[config.mk]
export PLATFORM = sky130hd
export DESIGN_NAME = analog_probe_and_trim_regs
export DESIGN_NICKNAME = d
export VERILOG_FILES = /design/src/rtl/probe_trim_pkg.sv /design/src/rtl/analog_probe_and_trim_regs.sv
export VERILOG_INCLUDE_DIRS = /design/src /design/src/rtl
export SDC_FILE = /design/constraint.sdc
export NUM_CORES = 1
export LEC_CHECK = 0
export ABC_AREA = 1
export ABC_CLOCK_PERIOD_IN_PS = 2550
export CORE_AREA = 2 2 125 127
export CTS_CLUSTER_SIZE = 28
export DETAILED_ROUTE_END_ITERATION = 12
export DIE_AREA = 0 0 127 129
export DONT_BUFFER_PORTS = 1
export PLACE_DENSITY_LB_ADDON = 0.3
export SYNTH_ARGS = -nofsm -noshare
export SYNTH_HDL_FRONTEND = slang
export SYNTH_SLANG_ARGS = --single-unit
[constraint.sdc]
create_clock -name ref_clk -period 2.55 [get_ports ref_clk]
set_input_delay 0.51 -clock ref_clk [delete_from_list [all_inputs] [get_ports ref_clk]]
set_output_delay 0.51 -clock ref_clk [all_outputs]
set_load 0.01 [all_outputs]
[src/rtl/probe_trim_consts.svh]
// register offsets, field positions, reset values and timing counts for the probe/trim bank
// assumes inclusion by the register bank module only
`ifndef PROBE_TRIM_CONSTS_SVH
`define PROBE_TRIM_CONSTS_SVH
`define ADDR_W 14
`define OFS_CONV_CTRL 14'h010f
`define OFS_BLK_CH1 14'h010c
`define OFS_BLK_CH2 14'h010d
`define OFS_TRIM_FIRST 14'h2080
`define OFS_TRIM_LAST 14'h208f
`define OFS_TRIM_CH1 14'h2080
`define OFS_TRIM_CH2 14'h2081
`define OFS_CS_TRIM_CH1 14'h0110
`define OFS_GM_TRIM_CH1 14'h0111
`define OFS_CS_TRIM_CH2 14'h0112
`define OFS_GM_TRIM_CH2 14'h0113
`define CONV_SEL_HI 7
`define CONV_SEL_LO 2
`define CONV_GO_BIT 1
`define CONV_PWR_BIT 0
`define CH2_DSEL_HI 6
`define CH2_DSEL_LO 4
`define CH2_IAMP_BIT 2
`define CH2_VAMP_BIT 1
`define CH2_IMPL_MASK 8'h76
`define CH1_PINEN_BIT 7
`define CH1_GRP_HI 5
`define CH1_GRP_LO 4
`define CH1_ANAEN_BIT 0
`define TRIM_CS_HI 13
`define TRIM_CS_LO 8
`define TRIM_I_HI 7
`define TRIM_I_LO 4
`define TRIM_V_HI 3
`define TRIM_V_LO 0
`define REG_RESET 8'h00
`define SEL_GND_NODE 6'h20
`define SEL_EXT_BASE 6'h38
`define SEL_REF_4096 6'h14
`define SEL_REF_2048 6'h15
`define SEL_REF_1024 6'h18
`define CONV_TIME_NS 2000
`define CLK_PERIOD_NS 25
`define CONV_CYCLES ((`CONV_TIME_NS + `CLK_PERIOD_NS - 1) / `CLK_PERIOD_NS)
`endif

[src/rtl/probe_trim_pkg.sv]
// types shared by the probe/trim register bank
// assumes the constants header sits beside it
package probe_trim_pkg;
	typedef enum logic [1:0] {
		CONV_IDLE = 2'b00,
		CONV_BUSY = 2'b01
	} conv_state_e;
	typedef enum logic [1:0] {
		ROUTE_INTERNAL = 2'b00,
		ROUTE_GROUND = 2'b01,
		ROUTE_EXTERNAL = 2'b10,
		ROUTE_NONE = 2'b11
	} route_kind_e;
	typedef logic [5:0] sel_t;
endpackage : probe_trim_pkg

[src/rtl/analog_probe_and_trim_regs.sv]
// register bank for converter control, probe selection and factory trim words
// assumes synchronous strobes from one master; trim words arrive as factory straps
//
// Operation
// - bits 7:2 of converter control select source; 0-31 internal, 32 ground
// - codes 56 to 63 route external inputs zero to seven
// - codes 20, 21, 24 select 4096, 2048, 1024 mV references
// - writing one to bit 1 with bit 0 also set starts conversion; reads one while busy
// - hardware clears conversion flag when conversion finishes
// - bit 0 powers converter; clear shuts it off
// - channel-2 block control at 10Dh; bits 6:4 digital probe selector
// - channel-2 bit 2 disables current-loop amplifier, clamps high
// - channel-2 bit 1 disables voltage-loop amplifier, clamps high
// - channel-2 bits 7, 3, 0 read zero
// - locations 2080h to 208Fh hold read-only factory calibration
// - word 2080h: channel-1 offset 13:8, current 7:4, voltage 3:0
// - word 2081h holds same fields for channel 2
// - six-bit offset: 0 and 32 mid, 31 max positive, 63 max negative
// - four-bit trim: 0 and 8 mid, 7 max positive, 15 max negative
// - selector also drives analog probe; pin enabled by channel-1 control
// - digital probe steered by group selector and channel-2 selector
// - channel-1 bit 7 connects digital probe to its pin
`timescale 1ns/1ps
`include "probe_trim_consts.svh"
module analog_probe_and_trim_regs
	import probe_trim_pkg::*;
#(
	parameter int CONV_CYCLES = `CONV_CYCLES,
	parameter int TRIM_WORDS = 16
) (
	input wire logic ref_clk,
	input wire logic rst_n,
	input wire logic clkEn,
	input wire logic [`ADDR_W-1:0] regAddr,
	input wire logic [13:0] regWdata,
	input wire logic regWr,
	input wire logic regRd,
	output logic [13:0] regRdata,
	input wire logic [13:0] factoryTrim [TRIM_WORDS],
	output logic [5:0] sourceSelector,
	output logic [1:0] routeKind,
	output logic [2:0] externalInputIdx,
	output logic [2:0] referenceSel,
	output logic converterPower,
	output logic convStart,
	output logic convBusy,
	output logic analogProbePinEn,
	output logic [1:0] digitalProbeGroupSelector,
	output logic [2:0] digitalProbeSelector,
	output logic digitalProbePinEnable,
	output logic currentLoopAmpOffCh2,
	output logic voltageLoopAmpOffCh2,
	output logic signed [5:0] csOffsetCh1,
	output logic signed [3:0] iGmCh1,
	output logic signed [3:0] vGmCh1,
	output logic signed [5:0] csOffsetCh2,
	output logic signed [3:0] iGmCh2,
	output logic signed [3:0] vGmCh2
);
	////////////////////////////////////////////////////////////////////////////
	// reset release through two flops
	logic rstSync1_reg;
	logic rstSync2_reg;
	always_ff @(posedge ref_clk or negedge rst_n) begin
		if (!rst_n) begin
			rstSync1_reg <= 1'b0;
			rstSync2_reg <= 1'b0;
		end else begin
			rstSync1_reg <= 1'b1;
			rstSync2_reg <= rstSync1_reg;
		end
	end
	wire logic rstInt_n = rstSync2_reg;

	////////////////////////////////////////////////////////////////////////////
	// trim decode: sign and magnitude, so all-ones is the largest negative step
	function automatic logic signed [5:0] trim6(input logic [5:0] c);
		logic signed [5:0] mag;
		mag = $signed({1'b0, c[4:0]});
		trim6 = c[5] ? -mag : mag;
	endfunction : trim6
	function automatic logic signed [3:0] trim4(input logic [3:0] c);
		logic signed [3:0] mag;
		mag = $signed({1'b0, c[2:0]});
		trim4 = c[3] ? -mag : mag;
	endfunction : trim4

	////////////////////////////////////////////////////////////////////////////
	// registers
	logic [7:0] convCtrl_reg;
	logic [7:0] blkCh1_reg;
	logic [7:0] blkCh2_reg;
	logic [5:0] csTrimCh1_reg;
	logic [7:0] gmTrimCh1_reg;
	logic [5:0] csTrimCh2_reg;
	logic [7:0] gmTrimCh2_reg;
	logic [13:0] rdata_reg;
	logic [15:0] convCnt_reg;
	conv_state_e convState_reg;
	logic convDone;

	wire logic wrConv = regWr && regAddr == `OFS_CONV_CTRL;
	wire logic goSet = wrConv && regWdata[`CONV_GO_BIT];
	assign convDone = convState_reg == CONV_BUSY && convCnt_reg == 16'h0000;

	// selector, power and go fields; go bit cleared on conversion done or power-down write
	always_ff @(posedge ref_clk or negedge rstInt_n) begin
		if (!rstInt_n) begin
			convCtrl_reg <= `REG_RESET;
		end else if (clkEn) begin
			if (wrConv) begin
				convCtrl_reg[`CONV_SEL_HI:`CONV_SEL_LO] <= regWdata[`CONV_SEL_HI:`CONV_SEL_LO];
				convCtrl_reg[`CONV_PWR_BIT] <= regWdata[`CONV_PWR_BIT];
			end
			// start beats done in the same cycle
			if (goSet && regWdata[`CONV_PWR_BIT]) begin
				convCtrl_reg[`CONV_GO_BIT] <= 1'b1;
			end else if (convDone || (wrConv && !regWdata[`CONV_PWR_BIT])) begin
				convCtrl_reg[`CONV_GO_BIT] <= 1'b0;
			end
		end
	end

	// conversion timer; powering down aborts a conversion
	always_ff @(posedge ref_clk or negedge rstInt_n) begin
		if (!rstInt_n) begin
			convState_reg <= CONV_IDLE;
			convCnt_reg <= 16'h0000;
		end else if (clkEn) begin
			case (convState_reg)
				CONV_IDLE: begin
					if (goSet && regWdata[`CONV_PWR_BIT]) begin
						convState_reg <= CONV_BUSY;
						convCnt_reg <= 16'(CONV_CYCLES - 1);
					end
				end
				CONV_BUSY: begin
					if (wrConv && !regWdata[`CONV_PWR_BIT]) begin
						convState_reg <= CONV_IDLE;
					end else if (goSet) begin
						convCnt_reg <= 16'(CONV_CYCLES - 1);
					end else if (convCnt_reg == 16'h0000) begin
						convState_reg <= CONV_IDLE;
					end else begin
						convCnt_reg <= convCnt_reg - 16'h0001;
					end
				end
				default: begin
					convState_reg <= CONV_IDLE;
				end
			endcase
		end
	end

	// block controls and trim targets; calibration range has no write path
	always_ff @(posedge ref_clk or negedge rstInt_n) begin
		if (!rstInt_n) begin
			blkCh1_reg <= `REG_RESET;
			blkCh2_reg <= `REG_RESET;
			csTrimCh1_reg <= 6'h00;
			gmTrimCh1_reg <= 8'h00;
			csTrimCh2_reg <= 6'h00;
			gmTrimCh2_reg <= 8'h00;
		end else if (clkEn && regWr) begin
			case (regAddr)
				`OFS_BLK_CH1: blkCh1_reg <= regWdata[7:0];
				`OFS_BLK_CH2: blkCh2_reg <= regWdata[7:0] & `CH2_IMPL_MASK;
				`OFS_CS_TRIM_CH1: csTrimCh1_reg <= regWdata[5:0];
				`OFS_GM_TRIM_CH1: gmTrimCh1_reg <= regWdata[7:0];
				`OFS_CS_TRIM_CH2: csTrimCh2_reg <= regWdata[5:0];
				`OFS_GM_TRIM_CH2: gmTrimCh2_reg <= regWdata[7:0];
				default: begin
				end
			endcase
		end
	end

	////////////////////////////////////////////////////////////////////////////
	// read port, data valid the cycle after the strobe
	always_ff @(posedge ref_clk or negedge rstInt_n) begin
		if (!rstInt_n) begin
			rdata_reg <= 14'h0000;
		end else if (clkEn) begin
			if (!regRd) begin
				rdata_reg <= 14'h0000;
			end else if (regAddr >= `OFS_TRIM_FIRST && regAddr <= `OFS_TRIM_LAST) begin
				rdata_reg <= factoryTrim[4'(regAddr - `OFS_TRIM_FIRST)];
			end else begin
				case (regAddr)
					`OFS_CONV_CTRL: rdata_reg <= {6'h00, convCtrl_reg};
					`OFS_BLK_CH1: rdata_reg <= {6'h00, blkCh1_reg};
					`OFS_BLK_CH2: rdata_reg <= {6'h00, blkCh2_reg & `CH2_IMPL_MASK};
					`OFS_CS_TRIM_CH1: rdata_reg <= {8'h00, csTrimCh1_reg};
					`OFS_GM_TRIM_CH1: rdata_reg <= {6'h00, gmTrimCh1_reg};
					`OFS_CS_TRIM_CH2: rdata_reg <= {8'h00, csTrimCh2_reg};
					`OFS_GM_TRIM_CH2: rdata_reg <= {6'h00, gmTrimCh2_reg};
					default: rdata_reg <= 14'h0000;
				endcase
			end
		end
	end
	assign regRdata = rdata_reg;

	////////////////////////////////////////////////////////////////////////////
	// source routing decode
	logic [5:0] sel;
	always_comb begin
		sel = convCtrl_reg[`CONV_SEL_HI:`CONV_SEL_LO];
		externalInputIdx = 3'h0;
		referenceSel = 3'h0;
		if (sel < `SEL_GND_NODE) begin
			routeKind = ROUTE_INTERNAL;
		end else if (sel == `SEL_GND_NODE) begin
			routeKind = ROUTE_GROUND;
		end else if (sel >= `SEL_EXT_BASE) begin
			routeKind = ROUTE_EXTERNAL;
			externalInputIdx = sel[2:0];
		end else begin
			routeKind = ROUTE_NONE;
		end
		// one-hot: 4096, 2048, 1024 mV
		referenceSel[2] = sel == `SEL_REF_4096;
		referenceSel[1] = sel == `SEL_REF_2048;
		referenceSel[0] = sel == `SEL_REF_1024;
	end

	assign sourceSelector = sel;
	assign analogProbePinEn = blkCh1_reg[`CH1_ANAEN_BIT];
	assign converterPower = convCtrl_reg[`CONV_PWR_BIT];
	assign convBusy = convState_reg == CONV_BUSY;
	assign convStart = clkEn && goSet && regWdata[`CONV_PWR_BIT] && convState_reg == CONV_IDLE;
	assign digitalProbeGroupSelector = blkCh1_reg[`CH1_GRP_HI:`CH1_GRP_LO];
	assign digitalProbeSelector = blkCh2_reg[`CH2_DSEL_HI:`CH2_DSEL_LO];
	assign digitalProbePinEnable = blkCh1_reg[`CH1_PINEN_BIT];
	assign currentLoopAmpOffCh2 = blkCh2_reg[`CH2_IAMP_BIT];
	assign voltageLoopAmpOffCh2 = blkCh2_reg[`CH2_VAMP_BIT];

	////////////////////////////////////////////////////////////////////////////
	// trims act only once firmware loads them
	assign csOffsetCh1 = trim6(csTrimCh1_reg);
	assign iGmCh1 = trim4(gmTrimCh1_reg[`TRIM_I_HI:`TRIM_I_LO]);
	assign vGmCh1 = trim4(gmTrimCh1_reg[`TRIM_V_HI:`TRIM_V_LO]);
	assign csOffsetCh2 = trim6(csTrimCh2_reg);
	assign iGmCh2 = trim4(gmTrimCh2_reg[`TRIM_I_HI:`TRIM_I_LO]);
	assign vGmCh2 = trim4(gmTrimCh2_reg[`TRIM_V_HI:`TRIM_V_LO]);
endmodule : analog_probe_and_trim_regs

==> results.cfg <==
[worst_setup_path]
rrSetupSlack_ns = 0.87
cp_max_fo = 8
end_kind = primary output
r2r_start = convCnt_reg[9]
startpoint = regAddr[7]
start_kind = primary input
cp.arrival_ns = 1.76
worst-setup-path-type = in -> out
cp.required_ns = 2.04

[route]
ant_nets = 0
viasPerCell = 5.70
num_vias = 7193
wl_mm = 24.6
wl_per_cell_um = 19.5
drc_errors = 0
drt_iter0_markers = 628
drtPass1Iterations = 7

[sta]
final_max_slew_viol_count = 0
fin_crit_sh_pct = 88.9
fin_tns_setup_ns = 0
grt_setup_unrepaired = false
period_needed_ns = 2.27
skew_ns = 0.00731
finalWorstSetupSlack_ns = 0.283
hold_ws_ns = 0.295
max_freq_ghz = 0.441
finalSetupViolCount = 0
finalHoldViolations = 0
slew_headroom_pct = 56.0
tightest_slew_ns = 0.660

[placement]
dp_cells = 1244
gp_congestion = 1.04
port_buffers = 0
place_ws_ns = 0.266
dp_hpwl_mm = 19.6

[logic_synthesis]
netlist_area_um2 = 6790
synth_xor_area_share_pct = 2.06
ys_seq_elements = 82
seq_area_frac_synth_pct = 30.2
synthAdderAreaFrac_pct = 1.47
synth_cells = 1100
yosys.area_share.simple_pct = 42.2
synth_compound_area_share_pct = 13.4
synth_cell_type_count = 39
syn-num-nets = 1365
synth_top_family_by_area = simple AND/OR/NAND/NOR gates
synthMuxAreaShare_pct = 0
ys_warn_count = 0
avgSynthCellArea_um2 = 6.17

[power_and_ir_drop]
vdd_drop_max_uv = 357
power_uw = 2860
power_leakage_uw = 0.00355
p_per_area_nw_per_um2 = 405

[worst_hold_path]
holdCritStartpoint = regWdata[7]
hp-class = in -> reg

[outcome]
status = completed

[layout]
fill_cells = 1617
final_nets = 1333
multiInputGateArea_um2 = 4020
syn2layout_area_growth_pct = 4.22
ff_latch_area_um2 = 2060
finalNonFillerCells = 1263
drive_above_1_share_pct = 5.50
largest_reg_flops = 16

[floorplan]
die_x_um = 127
initial_core_util_pct = 45.3
num_rows = 45
die-area_um2 = 16400
io_pins = 325
core_area_um2 = 15000
die_h_um = 129

[clocking]
clockRootBuffer = clkbuf_16
cts-resized-gates = 0
cts.clk_slew.worst_paths_ns = 0.06
cts_made_buffers = 9
cts_buffer_depth = 2
cts_max_level = 3
cts.sink_count = 82
cts_tree = yes
insertion_delay_ns = 0.34

[global_routing]
grt_pass1_vias = 6396
overflow = 0
track_usage_pct = 29.6
grt_antenna_before_repair = 5
grt_pass1_wl_mm = 36.6
grt_max_degree = 55

[flow_run]
max-cap-violations = 0
## cell type report
cell class / count / area share (%)
diodes: 2 / 0.0708
well taps: 188 / 3.33
flip-flops and latches: 82 / 29.1
multi-input cells: 864 / 56.9
inverters: 94 / 5.01
clock buffers: 13 / 3.40
clock inverters: 3 / 0.248
repair buffers: 17 / 2.02
## cell usage in the layout (no fill, tap or decap), types with 2 or more instances in the layout
master     Yosys  routed
o31ai_1        3       3
inv_2          4       4
nor2_4         3       3
diode_2        0       2
o21ai_1       33      33
xor2_1        11      11
nand2_4        3       3
dfrtp_1       82      81
clkbuf_16      0       9
clkbuf_1      18       4
nand2_1      277     276
o221ai_1       2       2
nand3_1       96      96
nor2_8         2       2
a31oi_1        5       5
o21bai_1       6       6
nand2_2        3       4
or2_2          3       3
xnor2_1        5       5
nand3_2        4       4
nand4_1        6       6
o22ai_1       43      43
nor3_1         9       9
o21a_1         2       2
nor2_1       263     263
buf_4         21      15
nor2_2         3       3
clkinv_2       1       3
ha_1           8       8
o211ai_1       2       2
o21ai_0       66      66
inv_1         89      89
## logic make-up after synthesis
kind of cell    Yosys count
buf+inv                 154
compound gates          162
simple gates            677
xor+xnor                 16
other cells               1
fa+ha+maj                 8
flops                    82
## power by group
group / switching (uW) / internal, uW
Combinational: 261 / 118
Clock: 505 / 657
Sequential: 16.6 / 1300
Total: 783 / 2080
## layer usage
metal | routed length [um] | GRT usage [%] | up-vias | share of wire, %
li1 | - | - | 3467 | -
met4 | 710 | 9.31 | 8 | 2.9
met3 | 2850 | 11.6 | 66 | 12
met1 | 10300 | 38.4 | 3273 | 42
met2 | 10700 | 45.8 | 379 | 44
met5 | 86 | 0 | - | 0.35
## cell usage after synthesis (all sizes together)
cell	count	area share (%)
buf	42	4.3
dfrtp	82	30
o31ai	3	0.33
ha	8	1.5
o211ai	2	0.22
inv	93	5.1
or2	4	0.37
o21a	2	0.22
xnor2	5	0.65
nor2	271	16
o221ai	2	0.26
nand4	7	0.87
and2	1	0.092
nand2	284	16
conb	1	0.055
o22ai	43	4.0
clkinv	1	0.074
clkbuf	18	1.0
nor3	9	0.66
o21bai	6	0.66
nand3	101	7.9
o21ai	99	7.3
a31oi	5	0.46
xor2	11	1.4
## critical path, cell delays in order
cell	delay (ns)
nor2_1	0.23
nand2_2	0.17
nor2_8	0.22
nand3_2	0.12
nor2_4	0.10
nand3_1	0.15
nor2_1	0.13
buf_4	0.13
## stage by stage
stage / area [um^2] / util [%]
final: 7070 / 47.2
after global routing: 7070 / 47.2
after CTS: 7070 / 47.2
after detailed placement: 6800 / 45.4
after global placement: 6800 / 45.4
after floorplan: 6790 / -
## what timing repair did
item	CTS	global route
hold endpoints to repair	2	0
hold buffers	1	0
buffers inserted	0	0
## worst paths after layout
path | to | cells after the start
worst max-delay path | convStart | 8
worst min-delay path | convCtrl_reg[7] | 2
worst max register to register | convCnt_reg[14] | 8
worst min register to register | rstInt_n | 0
max in group asynchronous | gmTrimCh2_reg[3] | 1
min in group asynchronous | convCnt_reg[3] | 0
No activity file was read; power rests on OpenSTA's default activity.
